==> src/pkg/lpt_pkg.sv <==
// Constants, field layout and state encodings of the LCD panel timing block.
// Assumes a 25 MHz bus clock and a classic Wishbone register bus with 32-bit data.
//
// Operation
// - Read-only ten-bit line counter counts down from vertical line value to zero.
// - Passive panels: pixel clock is bus clock over twice the divider (divider >= 2).
// - Active panels: pixel clock is bus clock over twice (divider plus one).
// - Toggle select 0 flips bias once per frame; 1 flips at toggle rate.
// - Panel type: dual-scan 4-bit, single 4-bit, single 8-bit passive, or active.
// - Pixel depth codes 0000-0100 passive, 1000-1100 active; others keep panel idle.
// - Video enable low silences data and all panel control signals.
// - Active panels: vertical back porch lines follow sync, precede active lines.
// - Vertical line value sets panel height and reloads the line down-counter.
// - Active panels: vertical front porch lines end the frame before sync.
// - Active panels: vertical sync stays high for sync width lines.
// - Active panels: horizontal back porch pixel clocks between sync fall and data.
// - Passive panels: line-to-clock delay code gives 16, 32, 64 or 128 bus clocks.
// - Horizontal size value sets the pixels per line for both panel types.
// - Active panels: horizontal front porch pixel clocks between data end and sync.
// - Passive panels: line blank adds value times eight bus clocks, clock held off.
// - Passive panels: toggle rate value sets how often the bias signal flips.
package lpt_pkg;
  localparam logic [31:0] LPT_CON1_ADR = 32'h14a00000;
  localparam logic [31:0] LPT_CON2_ADR = 32'h14a00004;
  localparam logic [31:0] LPT_CON3_ADR = 32'h14a00008;
  localparam logic [31:0] LPT_CON4_ADR = 32'h14a0000c;
  localparam logic [31:0] LPT_CON_RST = 32'h00000000;
  localparam logic [31:0] LPT_CON1_WMASK = 32'h0003ffff;
  localparam logic [31:0] LPT_CON4_WMASK = 32'h0000ffff;
  // Control register one.
  localparam int LPT_LCNT_LSB = 18;
  localparam int LPT_DIV_LSB = 8;
  localparam int LPT_TSEL_BIT = 7;
  localparam int LPT_PNR_LSB = 5;
  localparam int LPT_BPP_LSB = 1;
  localparam int LPT_EN_BIT = 0;
  // Control register two.
  localparam int LPT_VBP_LSB = 24;
  localparam int LPT_LINE_LSB = 14;
  localparam int LPT_VFP_LSB = 6;
  localparam int LPT_VSW_LSB = 0;
  // Control register three.
  localparam int LPT_HBP_LSB = 19;
  localparam int LPT_HOZ_LSB = 8;
  localparam int LPT_HFP_LSB = 0;
  // Control register four.
  localparam int LPT_RATE_LSB = 8;
  localparam int LPT_HSW_LSB = 0;
  // Passive-panel timing in bus clocks.
  localparam logic [11:0] LPT_DLY_BASE = 12'h010;
  localparam int LPT_BLANK_SHIFT = 3;
  localparam logic [1:0] LPT_PNR_DUAL4 = 2'h0;
  localparam logic [1:0] LPT_PNR_SING4 = 2'h1;
  localparam logic [1:0] LPT_PNR_SING8 = 2'h2;
  localparam logic [1:0] LPT_PNR_TFT = 2'h3;
  localparam logic [3:0] LPT_BPP_STN_MAX = 4'h4;
  localparam logic [3:0] LPT_BPP_TFT_MIN = 4'h8;
  localparam logic [3:0] LPT_BPP_TFT_MAX = 4'hc;
  typedef enum logic [1:0] {
    LPT_SYNC = 2'b00,
    LPT_BACK = 2'b01,
    LPT_ACT = 2'b11,
    LPT_FRONT = 2'b10
  } lpt_phase_t;
endpackage

==> src/pkg/lpt_div_if.sv <==
// Link between the timing core and its pixel clock divider.
// Assumes both ends sit in the bus clock domain.
`timescale 1ns/1ps
`default_nettype none
interface lpt_div_if;
  logic [9:0] divider;
  logic tft;
  logic run;
  logic tick;
  logic pclk;
  modport ctrl (output divider, output tft, output run, input tick, input pclk);
  modport div (input divider, input tft, input run, output tick, output pclk);
endinterface
`default_nettype wire

==> src/verilog/lpt_clkdiv.sv <==
// Pixel clock divider of the LCD panel timing block.
// Assumes run falls whenever the pixel clock must be held low.
`timescale 1ns/1ps
`default_nettype none
module lpt_clkdiv
  import lpt_pkg::*;
(
  input wire logic clk,
  input wire logic rst_n,
  lpt_div_if.div dv
);
  logic [10:0] cnt_ff;
  logic pclk_ff;
  wire [10:0] half_raw = dv.tft ? {1'b0, dv.divider} + 11'h001 : {1'b0, dv.divider};
  wire [10:0] half = (half_raw == 11'h000) ? 11'h001 : half_raw;
  wire wrap = (cnt_ff == half - 11'h001);

  // Each half period lasts half bus clocks, so the period is twice that.
  always_ff @(posedge clk) begin
    if (!rst_n || !dv.run) begin
      cnt_ff <= 11'h000;
      pclk_ff <= 1'b0;
    end else if (wrap) begin
      cnt_ff <= 11'h000;
      pclk_ff <= ~pclk_ff;
    end else begin
      cnt_ff <= cnt_ff + 11'h001;
    end
  end

  assign dv.tick = dv.run & wrap & pclk_ff;
  assign dv.pclk = pclk_ff;
endmodule
`default_nettype wire

==> src/verilog/lpt_timing.sv <==
// LCD panel timing controller: registers, line and frame sequencing, panel outputs.
// Assumes a classic Wishbone master and a pixel source that supplies data on fetch.
//
// The Wishbone slave port was chosen for this implementation.
`timescale 1ns/1ps
`default_nettype none
module lpt_timing
  import lpt_pkg::*;
(
  input wire logic clk,
  input wire logic rst_n,
  input wire logic wb_cyc_i,
  input wire logic wb_stb_i,
  input wire logic wb_we_i,
  input wire logic [31:0] wb_adr_i,
  input wire logic [3:0] wb_sel_i,
  input wire logic [31:0] wb_dat_i,
  output logic [31:0] wb_dat_o,
  output logic wb_ack_o,
  input wire logic [15:0] pixel_data_i,
  output logic pixel_fetch,
  output logic [15:0] video_data,
  output logic pixel_clock,
  output logic line_pulse,
  output logic frame_pulse,
  output logic ac_bias_signal
);
  logic [31:0] con1_ff;
  logic [31:0] con2_ff;
  logic [31:0] con3_ff;
  logic [31:0] con4_ff;
  logic ack_ff;
  logic [31:0] dat_ff;
  lpt_phase_t h_ff;
  lpt_phase_t v_ff;
  logic [11:0] hcnt_ff;
  logic [10:0] vcnt_ff;
  logic [9:0] lcnt_ff;
  logic [7:0] bcnt_ff;
  logic bias_ff;
  logic line_ff;
  logic frame_ff;
  logic [15:0] vd_ff;

  function automatic logic [31:0] merge(input logic [31:0] old, input logic [31:0] wdat,
                                        input logic [3:0] sel, input logic [31:0] wmask);
    logic [31:0] res;
    res = old;
    for (int b = 0; b < 4; b++) begin
      if (sel[b]) begin
        res[b*8 +: 8] = wdat[b*8 +: 8];
      end
    end
    merge = (res & wmask) | (old & ~wmask);
  endfunction

  function automatic lpt_phase_t step_phase(input lpt_phase_t p);
    case (p)
      LPT_SYNC: step_phase = LPT_BACK;
      LPT_BACK: step_phase = LPT_ACT;
      LPT_ACT: step_phase = LPT_FRONT;
      LPT_FRONT: step_phase = LPT_SYNC;
      default: step_phase = LPT_SYNC;
    endcase
  endfunction

  // Wishbone slave decode.
  wire req = wb_cyc_i & wb_stb_i & ~ack_ff;
  wire wr = req & wb_we_i;
  wire hit1 = (wb_adr_i == LPT_CON1_ADR);
  wire hit2 = (wb_adr_i == LPT_CON2_ADR);
  wire hit3 = (wb_adr_i == LPT_CON3_ADR);
  wire hit4 = (wb_adr_i == LPT_CON4_ADR);
  wire [31:0] rd1 = {con1_ff[31:28], lcnt_ff, con1_ff[LPT_LCNT_LSB-1:0]};
  wire [31:0] rd_mux = hit1 ? rd1 :
                       hit2 ? con2_ff :
                       hit3 ? con3_ff :
                       hit4 ? con4_ff : 32'h00000000;

  // Register fields.
  wire en = con1_ff[LPT_EN_BIT];
  wire [3:0] bpp = con1_ff[LPT_BPP_LSB +: 4];
  wire [1:0] pnr = con1_ff[LPT_PNR_LSB +: 2];
  wire tsel = con1_ff[LPT_TSEL_BIT];
  wire [9:0] divider = con1_ff[LPT_DIV_LSB +: 10];
  wire [7:0] vbp = con2_ff[LPT_VBP_LSB +: 8];
  wire [9:0] vertical_line_value = con2_ff[LPT_LINE_LSB +: 10];
  wire [7:0] vfp = con2_ff[LPT_VFP_LSB +: 8];
  wire [5:0] vsw = con2_ff[LPT_VSW_LSB +: 6];
  wire [6:0] hbp = con3_ff[LPT_HBP_LSB +: 7];
  wire [10:0] hoz = con3_ff[LPT_HOZ_LSB +: 11];
  wire [7:0] hfp = con3_ff[LPT_HFP_LSB +: 8];
  wire [7:0] rate = con4_ff[LPT_RATE_LSB +: 8];
  wire [7:0] hsw = con4_ff[LPT_HSW_LSB +: 8];

  // Mode decode.
  wire tft = (pnr == LPT_PNR_TFT);
  wire bpp_ok = tft ? (bpp >= LPT_BPP_TFT_MIN) && (bpp <= LPT_BPP_TFT_MAX) :
                      (bpp <= LPT_BPP_STN_MAX);
  wire run = en & bpp_ok;
  wire [15:0] data_mask = tft ? 16'hffff :
                          (pnr == LPT_PNR_SING4) ? 16'h000f : 16'h00ff;

  // Horizontal phase lengths, in pixel clocks or bus clocks.
  wire [11:0] sync_len = tft ? {4'h0, hsw} : LPT_DLY_BASE << hsw[1:0];
  wire [11:0] back_len = tft ? {5'h0, hbp} : LPT_DLY_BASE << hbp[1:0];
  wire [11:0] act_len = {1'b0, hoz} + 12'h001;
  wire [11:0] front_len = tft ? {4'h0, hfp} :
                          {4'h0, hfp} << LPT_BLANK_SHIFT;
  wire [11:0] hlen = (h_ff == LPT_SYNC) ? sync_len :
                     (h_ff == LPT_BACK) ? back_len :
                     (h_ff == LPT_ACT) ? act_len : front_len;
  wire h_act = (h_ff == LPT_ACT);

  // Pixel clock divider.
  lpt_div_if dv_if ();
  assign dv_if.divider = divider;
  assign dv_if.tft = tft;
  assign dv_if.run = run & (tft | h_act);

  lpt_clkdiv u_clkdiv (
    .clk(clk),
    .rst_n(rst_n),
    .dv(dv_if)
  );

  wire tick = dv_if.tick;
  wire hstep = (tft | h_act) ? tick : 1'b1;
  wire hdone = (hlen == 12'h000) | (hstep & (hcnt_ff == hlen - 12'h001));
  wire line_end = (h_ff == LPT_FRONT) & hdone;

  // Vertical phase lengths, in lines.
  wire [10:0] vlen = (v_ff == LPT_SYNC) ? {5'h0, vsw} :
                     (v_ff == LPT_BACK) ? {3'h0, vbp} :
                     (v_ff == LPT_ACT) ? {1'b0, vertical_line_value} + 11'h001 :
                     {3'h0, vfp};
  wire vdone = (vlen == 11'h000) | (line_end & (vcnt_ff == vlen - 11'h001));
  wire v_act = (v_ff == LPT_ACT);
  wire frame_end = (v_ff == LPT_FRONT) & vdone;
  wire enter_act = (v_ff == LPT_BACK) & vdone;
  wire bias_hit = line_end & (bcnt_ff == rate);
  wire bias_flip = tsel ? bias_hit : frame_end;

  wire nxt_pix = run & h_act & v_act & tick;
  wire [15:0] nxt_vd = nxt_pix ? (pixel_data_i & data_mask) :
                       (run & h_act & v_act) ? vd_ff : 16'h0000;
  wire nxt_line = run & (h_ff == LPT_SYNC);
  wire nxt_frame = run & (tft ? (v_ff == LPT_SYNC) : (v_act & (lcnt_ff == vertical_line_value)));

  // Register file writes.
  always_ff @(posedge clk) begin
    if (!rst_n) begin
      con1_ff <= LPT_CON_RST;
      con2_ff <= LPT_CON_RST;
      con3_ff <= LPT_CON_RST;
      con4_ff <= LPT_CON_RST;
    end else if (wr) begin
      if (hit1) begin
        con1_ff <= merge(con1_ff, wb_dat_i, wb_sel_i, LPT_CON1_WMASK);
      end
      if (hit2) begin
        con2_ff <= merge(con2_ff, wb_dat_i, wb_sel_i, 32'hffffffff);
      end
      if (hit3) begin
        con3_ff <= merge(con3_ff, wb_dat_i, wb_sel_i, 32'hffffffff);
      end
      if (hit4) begin
        con4_ff <= merge(con4_ff, wb_dat_i, wb_sel_i, LPT_CON4_WMASK);
      end
    end
  end

  // Bus answer one cycle after the request.
  always_ff @(posedge clk) begin
    if (!rst_n) begin
      ack_ff <= 1'b0;
      dat_ff <= 32'h00000000;
    end else begin
      ack_ff <= req;
      if (req) begin
        dat_ff <= wb_we_i ? 32'h00000000 : rd_mux;
      end
    end
  end

  // Horizontal sequencer.
  always_ff @(posedge clk) begin
    if (!rst_n || !run) begin
      h_ff <= LPT_SYNC;
      hcnt_ff <= 12'h000;
    end else if (hdone) begin
      h_ff <= step_phase(h_ff);
      hcnt_ff <= 12'h000;
    end else if (hstep) begin
      hcnt_ff <= hcnt_ff + 12'h001;
    end
  end

  // Vertical sequencer.
  always_ff @(posedge clk) begin
    if (!rst_n || !run) begin
      v_ff <= LPT_SYNC;
      vcnt_ff <= 11'h000;
    end else if (vdone) begin
      v_ff <= step_phase(v_ff);
      vcnt_ff <= 11'h000;
    end else if (line_end) begin
      vcnt_ff <= vcnt_ff + 11'h001;
    end
  end

  // Line down-counter.
  always_ff @(posedge clk) begin
    if (!rst_n || !run) begin
      lcnt_ff <= 10'h000;
    end else if (enter_act) begin
      lcnt_ff <= vertical_line_value;
    end else if (v_act && line_end && lcnt_ff != 10'h000) begin
      lcnt_ff <= lcnt_ff - 10'h001;
    end
  end

  // Bias toggling.
  always_ff @(posedge clk) begin
    if (!rst_n || !run) begin
      bcnt_ff <= 8'h00;
      bias_ff <= 1'b0;
    end else begin
      if (bias_hit) begin
        bcnt_ff <= 8'h00;
      end else if (line_end) begin
        bcnt_ff <= bcnt_ff + 8'h01;
      end
      if (bias_flip) begin
        bias_ff <= ~bias_ff;
      end
    end
  end

  // Panel outputs.
  always_ff @(posedge clk) begin
    if (!rst_n) begin
      line_ff <= 1'b0;
      frame_ff <= 1'b0;
      vd_ff <= 16'h0000;
    end else begin
      line_ff <= nxt_line;
      frame_ff <= nxt_frame;
      vd_ff <= nxt_vd;
    end
  end

  assign wb_ack_o = ack_ff;
  assign wb_dat_o = dat_ff;
  assign pixel_fetch = nxt_pix;
  assign video_data = vd_ff;
  assign pixel_clock = dv_if.pclk;
  assign line_pulse = line_ff;
  assign frame_pulse = frame_ff;
  assign ac_bias_signal = tft ? (run & line_ff == 1'b0 & vd_en()) : (run & bias_ff);

  function automatic logic vd_en();
    vd_en = h_act & v_act;
  endfunction
endmodule
`default_nettype wire
==> config.mk <==
export PLATFORM = sky130hd
export DESIGN_NAME = lpt_timing
export DESIGN_NICKNAME = d
export VERILOG_FILES = /design/src/pkg/lpt_pkg.sv /design/src/pkg/lpt_div_if.sv /design/src/verilog/lpt_clkdiv.sv /design/src/verilog/lpt_timing.sv
export SDC_FILE = /design/constraint.sdc
export NUM_CORES = 1
export LEC_CHECK = 0
export BUFFER_PORTS_ARGS = -buffer_cell sky130_fd_sc_hd__buf_2
export CORE_ASPECT_RATIO = 0.8
export CORE_MARGIN = 10
export CORE_UTILIZATION = 52
export CTS_BUF_LIST = sky130_fd_sc_hd__clkbuf_8
export DETAILED_ROUTE_END_ITERATION = 8
export PLACE_DENSITY = 0.78
export SETUP_SLACK_MARGIN = 0.4
export SYNTH_ARGS = -nofsm -noshare
export SYNTH_HDL_FRONTEND = slang
export SYNTH_HIERARCHICAL = 1
export SYNTH_SLANG_ARGS = --single-unit
==> constraint.sdc <==
create_clock -name clk -period 5.6 [get_ports clk]
set_input_delay 1.12 -clock clk [delete_from_list [all_inputs] [get_ports clk]]
set_output_delay 1.12 -clock clk [all_outputs]
set_load 0.01 [all_outputs]
### Word-level counts from Yosys, hierarchy flattened

Cells that the tools add are included.

* bits in registers: 237
* input port bits: 89
* output and inout bits: 54
* word-level logic and storage cells: 169

* add/subtract/negate cells: 11
* $lt $le $gt $ge: 3
* equal/unequal tests: 18
* shift operators: 2
* mux-type cells: 49
* bitwise logic cells: 33
* reductions and logical operators: 29

Operators by type and width (number)
* 2-to-1 mux 32 bit: 5
* 2-to-1 mux 8 bit: 17
* == test 32 x 29 -> 1 bit, second input constant: 4
* 2-to-1 mux 11 bit: 6
* 2-to-1 mux 12 bit: 5
* 2-to-1 mux 16 bit: 3
* OR 16 x 32 -> 32 bit: 1
* OR 18 x 32 -> 32 bit: 1
* AND reduction 3 bit: 8
* left shift 5 x 2 -> 12 bit, first input constant: 2
* bitwise AND 1 bit: 23
* adder 10 x 1 -> 11 bit, second input constant: 2
* adder 11 x 1 -> 11 bit, second input constant: 2
* == test 11 bit: 2
* logical NOT 11 bit: 2
* subtractor 11 x 1 -> 11 bit, second input constant: 2
* 2-to-1 mux 10 bit: 2
* bitwise AND 16 bit: 1
* one-hot mux 2 bit (4 select lines): 2
* adder 11 x 1 -> 12 bit, second input constant: 1
* adder 12 x 1 -> 12 bit, second input constant: 1
* == test 12 bit: 1
* logical NOT 12 bit: 1
* subtractor 12 x 1 -> 12 bit, second input constant: 1
* other kinds (22): 50

### Longest topological paths before layout

* depth in word-level cells: 16
* depth in mapped cells: 27
* depth with buffers taken out: 24

### Cells and area by module

Netlist, hierarchy kept.

Modules (own cells, without submodules)
* lpt_timing: instances 1, cells an instance 1158, area an instance 10393.7 um^2, seq. area each 3903.7 um^2
* lpt_clkdiv: instances 1, cells an instance 187, area an instance 1367.6 um^2, seq. area each 240.2 um^2

### Least setup slack after synthesis

OpenSTA, ideal clock, no wires.

* path kind: reg-to-reg
* from: register con1_ff[6]
* to: register lcnt_ff[9]
* library setup time: 70 ps
* data arrival time: 5467 ps
* data required time: 5530 ps
* slack: 63 ps
* cell stages (with the launch flop): 26
* buffers on the path: 3
* clock period less this slack: 5537 ps
* cell sequence: dfxtp_1 nand2_1 inv_2 buf_2 nand4_1 a211oi_2 nor2_1 or4_4 o21ai_0 inv_1 ha_1 nand3_1 o21ba_2 nor3_1 a31oi_1 a311oi_1 and3_2 and3_1 buf_1 a21oi_1 nor4_2 nand3_2 o41a_1 buf_6 o41a_1 a21oi_1

* longest elaborated chain between the ends: 16
* elaborated cells on any way between the ends: 34
* those cells by class: add/sub: 2; eq/ne: 3; mux: 11; bitwise: 11; reduce/logical: 7

RTL lines
* start, declared: RTL line lpt_timing.sv:28 `logic [31:0] con1_ff;`
* start signal, assigned: RTL line lpt_timing.sv:159 `con1_ff <= merge(con1_ff, wb_dat_i, wb_sel_i, LPT_CON1_WMASK);`
* == test 2 bit (*): RTL line lpt_timing.sv:97 `wire tft = (pnr == LPT_PNR_TFT);`
* net dv_if.tft: RTL line lpt_div_if.sv:7 `logic tft;`
* 2-to-1 mux 11 bit: RTL line lpt_clkdiv.sv:14 `wire [10:0] half_raw = dv.tft ? {1'b0, dv.divider} + 11'h001 : {1'b0, dv.divider};`
* logical NOT 11 bit: RTL line lpt_clkdiv.sv:15 `wire [10:0] half = (half_raw == 11'h000) ? 11'h001 : half_raw;`
* 2-to-1 mux 11 bit: RTL line lpt_clkdiv.sv:15
* subtractor 11 x 1 -> 11 bit: RTL line lpt_clkdiv.sv:16 `wire wrap = (cnt_ff == half - 11'h001);`
* == test 11 bit: RTL line lpt_clkdiv.sv:16
* bitwise AND 1 bit (*) (2 in a row): RTL line lpt_clkdiv.sv:31 `assign dv.tick = dv.run & wrap & pclk_ff;`
* net dv_if.tick: RTL line lpt_div_if.sv:9 `logic tick;`
* 2-to-1 mux 1 bit (*): RTL line lpt_timing.sv:128 `wire hstep = (tft | h_act) ? tick : 1'b1;`
* bitwise AND 1 bit (*): RTL line lpt_timing.sv:129 `wire hdone = (hlen == 12'h000) | (hstep & (hcnt_ff == hlen - 12'h001));`
* OR 1 bit (*): RTL line lpt_timing.sv:129
* bitwise AND 1 bit (*): RTL line lpt_timing.sv:130 `wire line_end = (h_ff == LPT_FRONT) & hdone;`
* bitwise AND 1 bit: RTL line lpt_timing.sv:137 `wire vdone = (vlen == 11'h000) | (line_end & (vcnt_ff == vlen - 11'h001));`
* OR 1 bit: RTL line lpt_timing.sv:137
* bitwise AND 1 bit: RTL line lpt_timing.sv:140 `wire enter_act = (v_ff == LPT_BACK) & vdone;`
* 2-to-1 mux 10 bit or nonzero test 2 bit (tied branches)
* end signal, assigned: RTL line lpt_timing.sv:217 `lcnt_ff <= vertical_line_value;`
* end signal, assigned: RTL line lpt_timing.sv:219 `lcnt_ff <= lcnt_ff - 10'h001;`
* end, declared: RTL line lpt_timing.sv:38 `logic [9:0] lcnt_ff;`

Mark *: on every way through the listed nets, which the timed path passes. The rest lies on a longest branch.
A chain may end at the register's enable or synchronous reset.

### Worst setup path in the final report

* from: register con1_ff[8]
* to: output pixel_fetch

* longest elaborated chain between the ends: 9

RTL lines
* adder 10 x 1 -> 11 bit: RTL line lpt_clkdiv.sv:14
* 2-to-1 mux 11 bit (*): RTL line lpt_clkdiv.sv:14
* logical NOT 11 bit: RTL line lpt_clkdiv.sv:15
* 2-to-1 mux 11 bit (*): RTL line lpt_clkdiv.sv:15
* subtractor 11 x 1 -> 11 bit (*): RTL line lpt_clkdiv.sv:16
* == test 11 bit (*): RTL line lpt_clkdiv.sv:16
* bitwise AND 1 bit (*) (2 in a row): RTL line lpt_clkdiv.sv:31
* net dv_if.tick: RTL line lpt_div_if.sv:9
* bitwise AND 1 bit (*): RTL line lpt_timing.sv:144 `wire nxt_pix = run & h_act & v_act & tick;`
* end, declared: RTL line lpt_timing.sv:21 `output logic pixel_fetch,`

Marked as above.

==> results.ini <==
[status]
outcome=finished clean

[die]
die_height_um=155
start_util_pct=52.6
die_area_mm2=0.0291
ioPinCount=143
coreArea_mm2=0.0224
die-width_um=188
rows=49

[synthesis]
ys_types=91
synth_enable_flop_cells=0
yosysSeqAreaShare_pct=35.2
synth_area_mm2=0.0118
syn-instance-count=1345
synth_area_leaders=dfxtp_1 35%, mux2i_1 11%, nor2_1 7.7%
synth-seq-cells=207
yosys.area.top_type=dfxtp_1
syn_nets=1445
synth.top_cell.area_share_pct=35.2
synthArstFlopShare_pct=0
ys.flop_type=dfxtp_1
synth_area_per_cell_um2=8.74
ys_warn_count=6

[cells_and_area]
n_antenna_cell=0
final_common_cell=nor2_1
nets=1604
utilization_pct=61.6
layout_common_cells=240 x nor2_1, 202 x dfxtp_1, 142 x buf_2
syn2layout_area_growth_pct=17.2
final_layout_size_suffix_gt1_share_pct=22.1
nFillCells=1924

[cts]
cts_htree_levels=2
cts_buffer_depth=3
numCtsBuffers=36
path_clk_slew_ns=0.05
cts.sink_count=207
hold_buffers=0
cts_tree=yes
cts_root_buf=clkbuf_8
clkLatencyLatePin_ns=0.54

[grt]
first_global_vias=10400
use_met3_pct=5.66
grt_pass1_wl_mm=57.0
grt_max_degree=77
top_usage_layer=met2
grt-ovfl-total=0
globalRouteMet2Util_pct=37.0
grtUsageMet1_pct=31.8
antenna_found_initial=0
grt.total_usage_pct=23.9

[timing]
fin_setup_tns_ns=0
finalCriticalPeriod_ns=5.29
timing.fmax_ghz=0.189
post-route-period-util_pct=94.5
slew_headroom_pct=19.9
finalClockSkew_ns=0.0200
setup_violations=0
worstMarginPinSlew_ns=1.20
hold_viol=0
rsz0062_at_grt=true
maxSlewViolCount=0

[power]
leakagePower_nw=5.14
ir_drop_v=0.000185
pwr_density_cell_mw_per_mm2=210

[worst_setup_path]
path_max_fanout=5
critPathRequiredTime_ns=4.48
startpoint_type=flop
critical_path_class=flop to output port
crit_path_end_kind=output port
arrival_ns=4.17

[detailed_routing]
drtIter0Drc=969
vias=11100
post-route-drc-count=0
wl_per_cell_um=20.1
antenna_left=0
drtPass1Iterations=5
via_per_inst=6.04
routed_wl_mm=36.9

[min_path]
hold_path.class=flop to flop

[placed_design]
dp_hpwl_mm=27.0
globalplace.congestion=0.966
io_buffer_count=142

[flow_run]
max_cap_viol_count=0

-- critical path: stages, from the launching register on --
cell and delay [ns]:
dfxtp_4 0.35, ha_4 0.16, or3_4 0.33, a211oi_4 0.30, nor2_2 0.08, or4_4 0.51, o21ai_4 0.15, inv_2 0.06
ha_4 0.18, nand3b_1 0.17, nand3_2 0.09, xnor2_1 0.11, nand3_1 0.10, a311oi_2 0.29, and3_4 0.24, and3_4 0.19
buf_6 0.10, nand2_4 0.04, inv_2 0.06, buf_6 0.10
-- power by group --
group	switching (mW)	internal, mW	total, mW
registers	0.000215	1.47	1.47
clock network	0.610	0.722	1.33
logic	0.0609	0.0331	0.0940
-- path summary, 6_finish.rpt --
| kind | from | endpoint | slack, ns | depth (start not counted) |
|---|---|---|---|---|
| setup / recovery | con1_ff[8] | pixel_fetch | 0.31 | 19 |
| hold / removal | u_clkdiv/cnt_ff[0] | u_clkdiv/cnt_ff[0] | 0.49 | 1 |
| setup reg to reg | con1_ff[8] | lcnt_ff[9] | 0.42 | 22 |
| hold reg to reg | u_clkdiv/cnt_ff[0] | u_clkdiv/cnt_ff[0] | 0.49 | 1 |
-- through the flow --
step | cells | setup slack [ns] | hold slack (ns) | total power [mW] | cell area [um2]
3_3_place_gp | 1746 | 0.131 | 0.468 | 1.60 | 12700
4_1_cts | 1816 | 0.359 | 0.494 | 2.92 | 13600
3_5_place_dp | 1746 | -0.00499 | 0.477 | 1.60 | 12700
2_1_floorplan | 1345 | 0.441 | 0.450 | 1.54 | 11800
6_report | 1829 | 0.306 | 0.490 | 2.90 | 13800
5_1_grt | 1829 | 0.185 | 0.521 | 2.98 | 13800
-- per-layer routing --
layer | wire length (um) | vias to the layer above
li1 | - | 5139
met1 | 15400 | 5296
met2 | 16500 | 542
met3 | 3950 | 77
met4 | 993 | 0
met5 | 0 | -
-- cell usage after synthesis (4+ instances only) --
cell type / n
a21oi_1: 37
a22o_1: 6
and4_1: 5
nand3_1: 53
nor3_1: 22
mux2i_1: 128
a31oi_1: 13
xnor2_1: 72
inv_1: 27
o21ai_0: 37
nor2b_1: 8
nand4_1: 27
nor2_1: 241
a32oi_1: 4
buf_2: 20
nand2_1: 81
nor4_1: 13
or4_1: 5
and2_1: 6
buf_1: 6
o211ai_1: 4
a311oi_1: 4
mux4_2: 20
and3_1: 16
buf_6: 7
clkbuf_1: 42
ha_1: 11
a211oi_1: 5
nand3b_1: 4
dfxtp_1: 207
a22oi_1: 46
xor2_1: 52
or3_1: 24
-- layout make-up --
type                            count  area, um2  share of cell area [%]
Clock buffer                       42        578                    4.19
Clock inverter                     15       96.3                   0.699
Inverter                           29        111                   0.808
Multi-Input combinational cell   1033       7300                    53.0
Sequential cell                   207       4150                    30.1
Tap cell                          306        383                    2.78
Timing Repair Buffer              197       1160                    8.42
-- cells by family (layout without fill, tap and decap cells) --
family,after synthesis,in the layout,synth area share (%)
simple gates,540,541,22.3
flops,207,207,35.2
compound gates,205,205,12.7
mux,152,152,15.2
xor+xnor,124,124,9.23
buf+inv,106,283,4.11
fa+ha+maj,11,11,1.17
-- state kept, by name, summed over array words and instances, names as in the netlist, 8 cells and up --
name             flops
con4_ff             16
video_data          16
con1_ff             18
wb_dat_o            32
u_clkdiv/cnt_ff     11
vcnt_ff             11
bcnt_ff              8
con3_ff             32
hcnt_ff             12
lcnt_ff             10
con2_ff             32
-- what timing repair did --
item / in CTS / in global routing
gates resized for setup: 21 / 34
pin swaps: 10 / 18
gates cloned: 0 / 3
setup buffers: 13 / 10
setup endpoints to repair: 33 / 31
No activity file was read; power rests on OpenSTA's default activity.
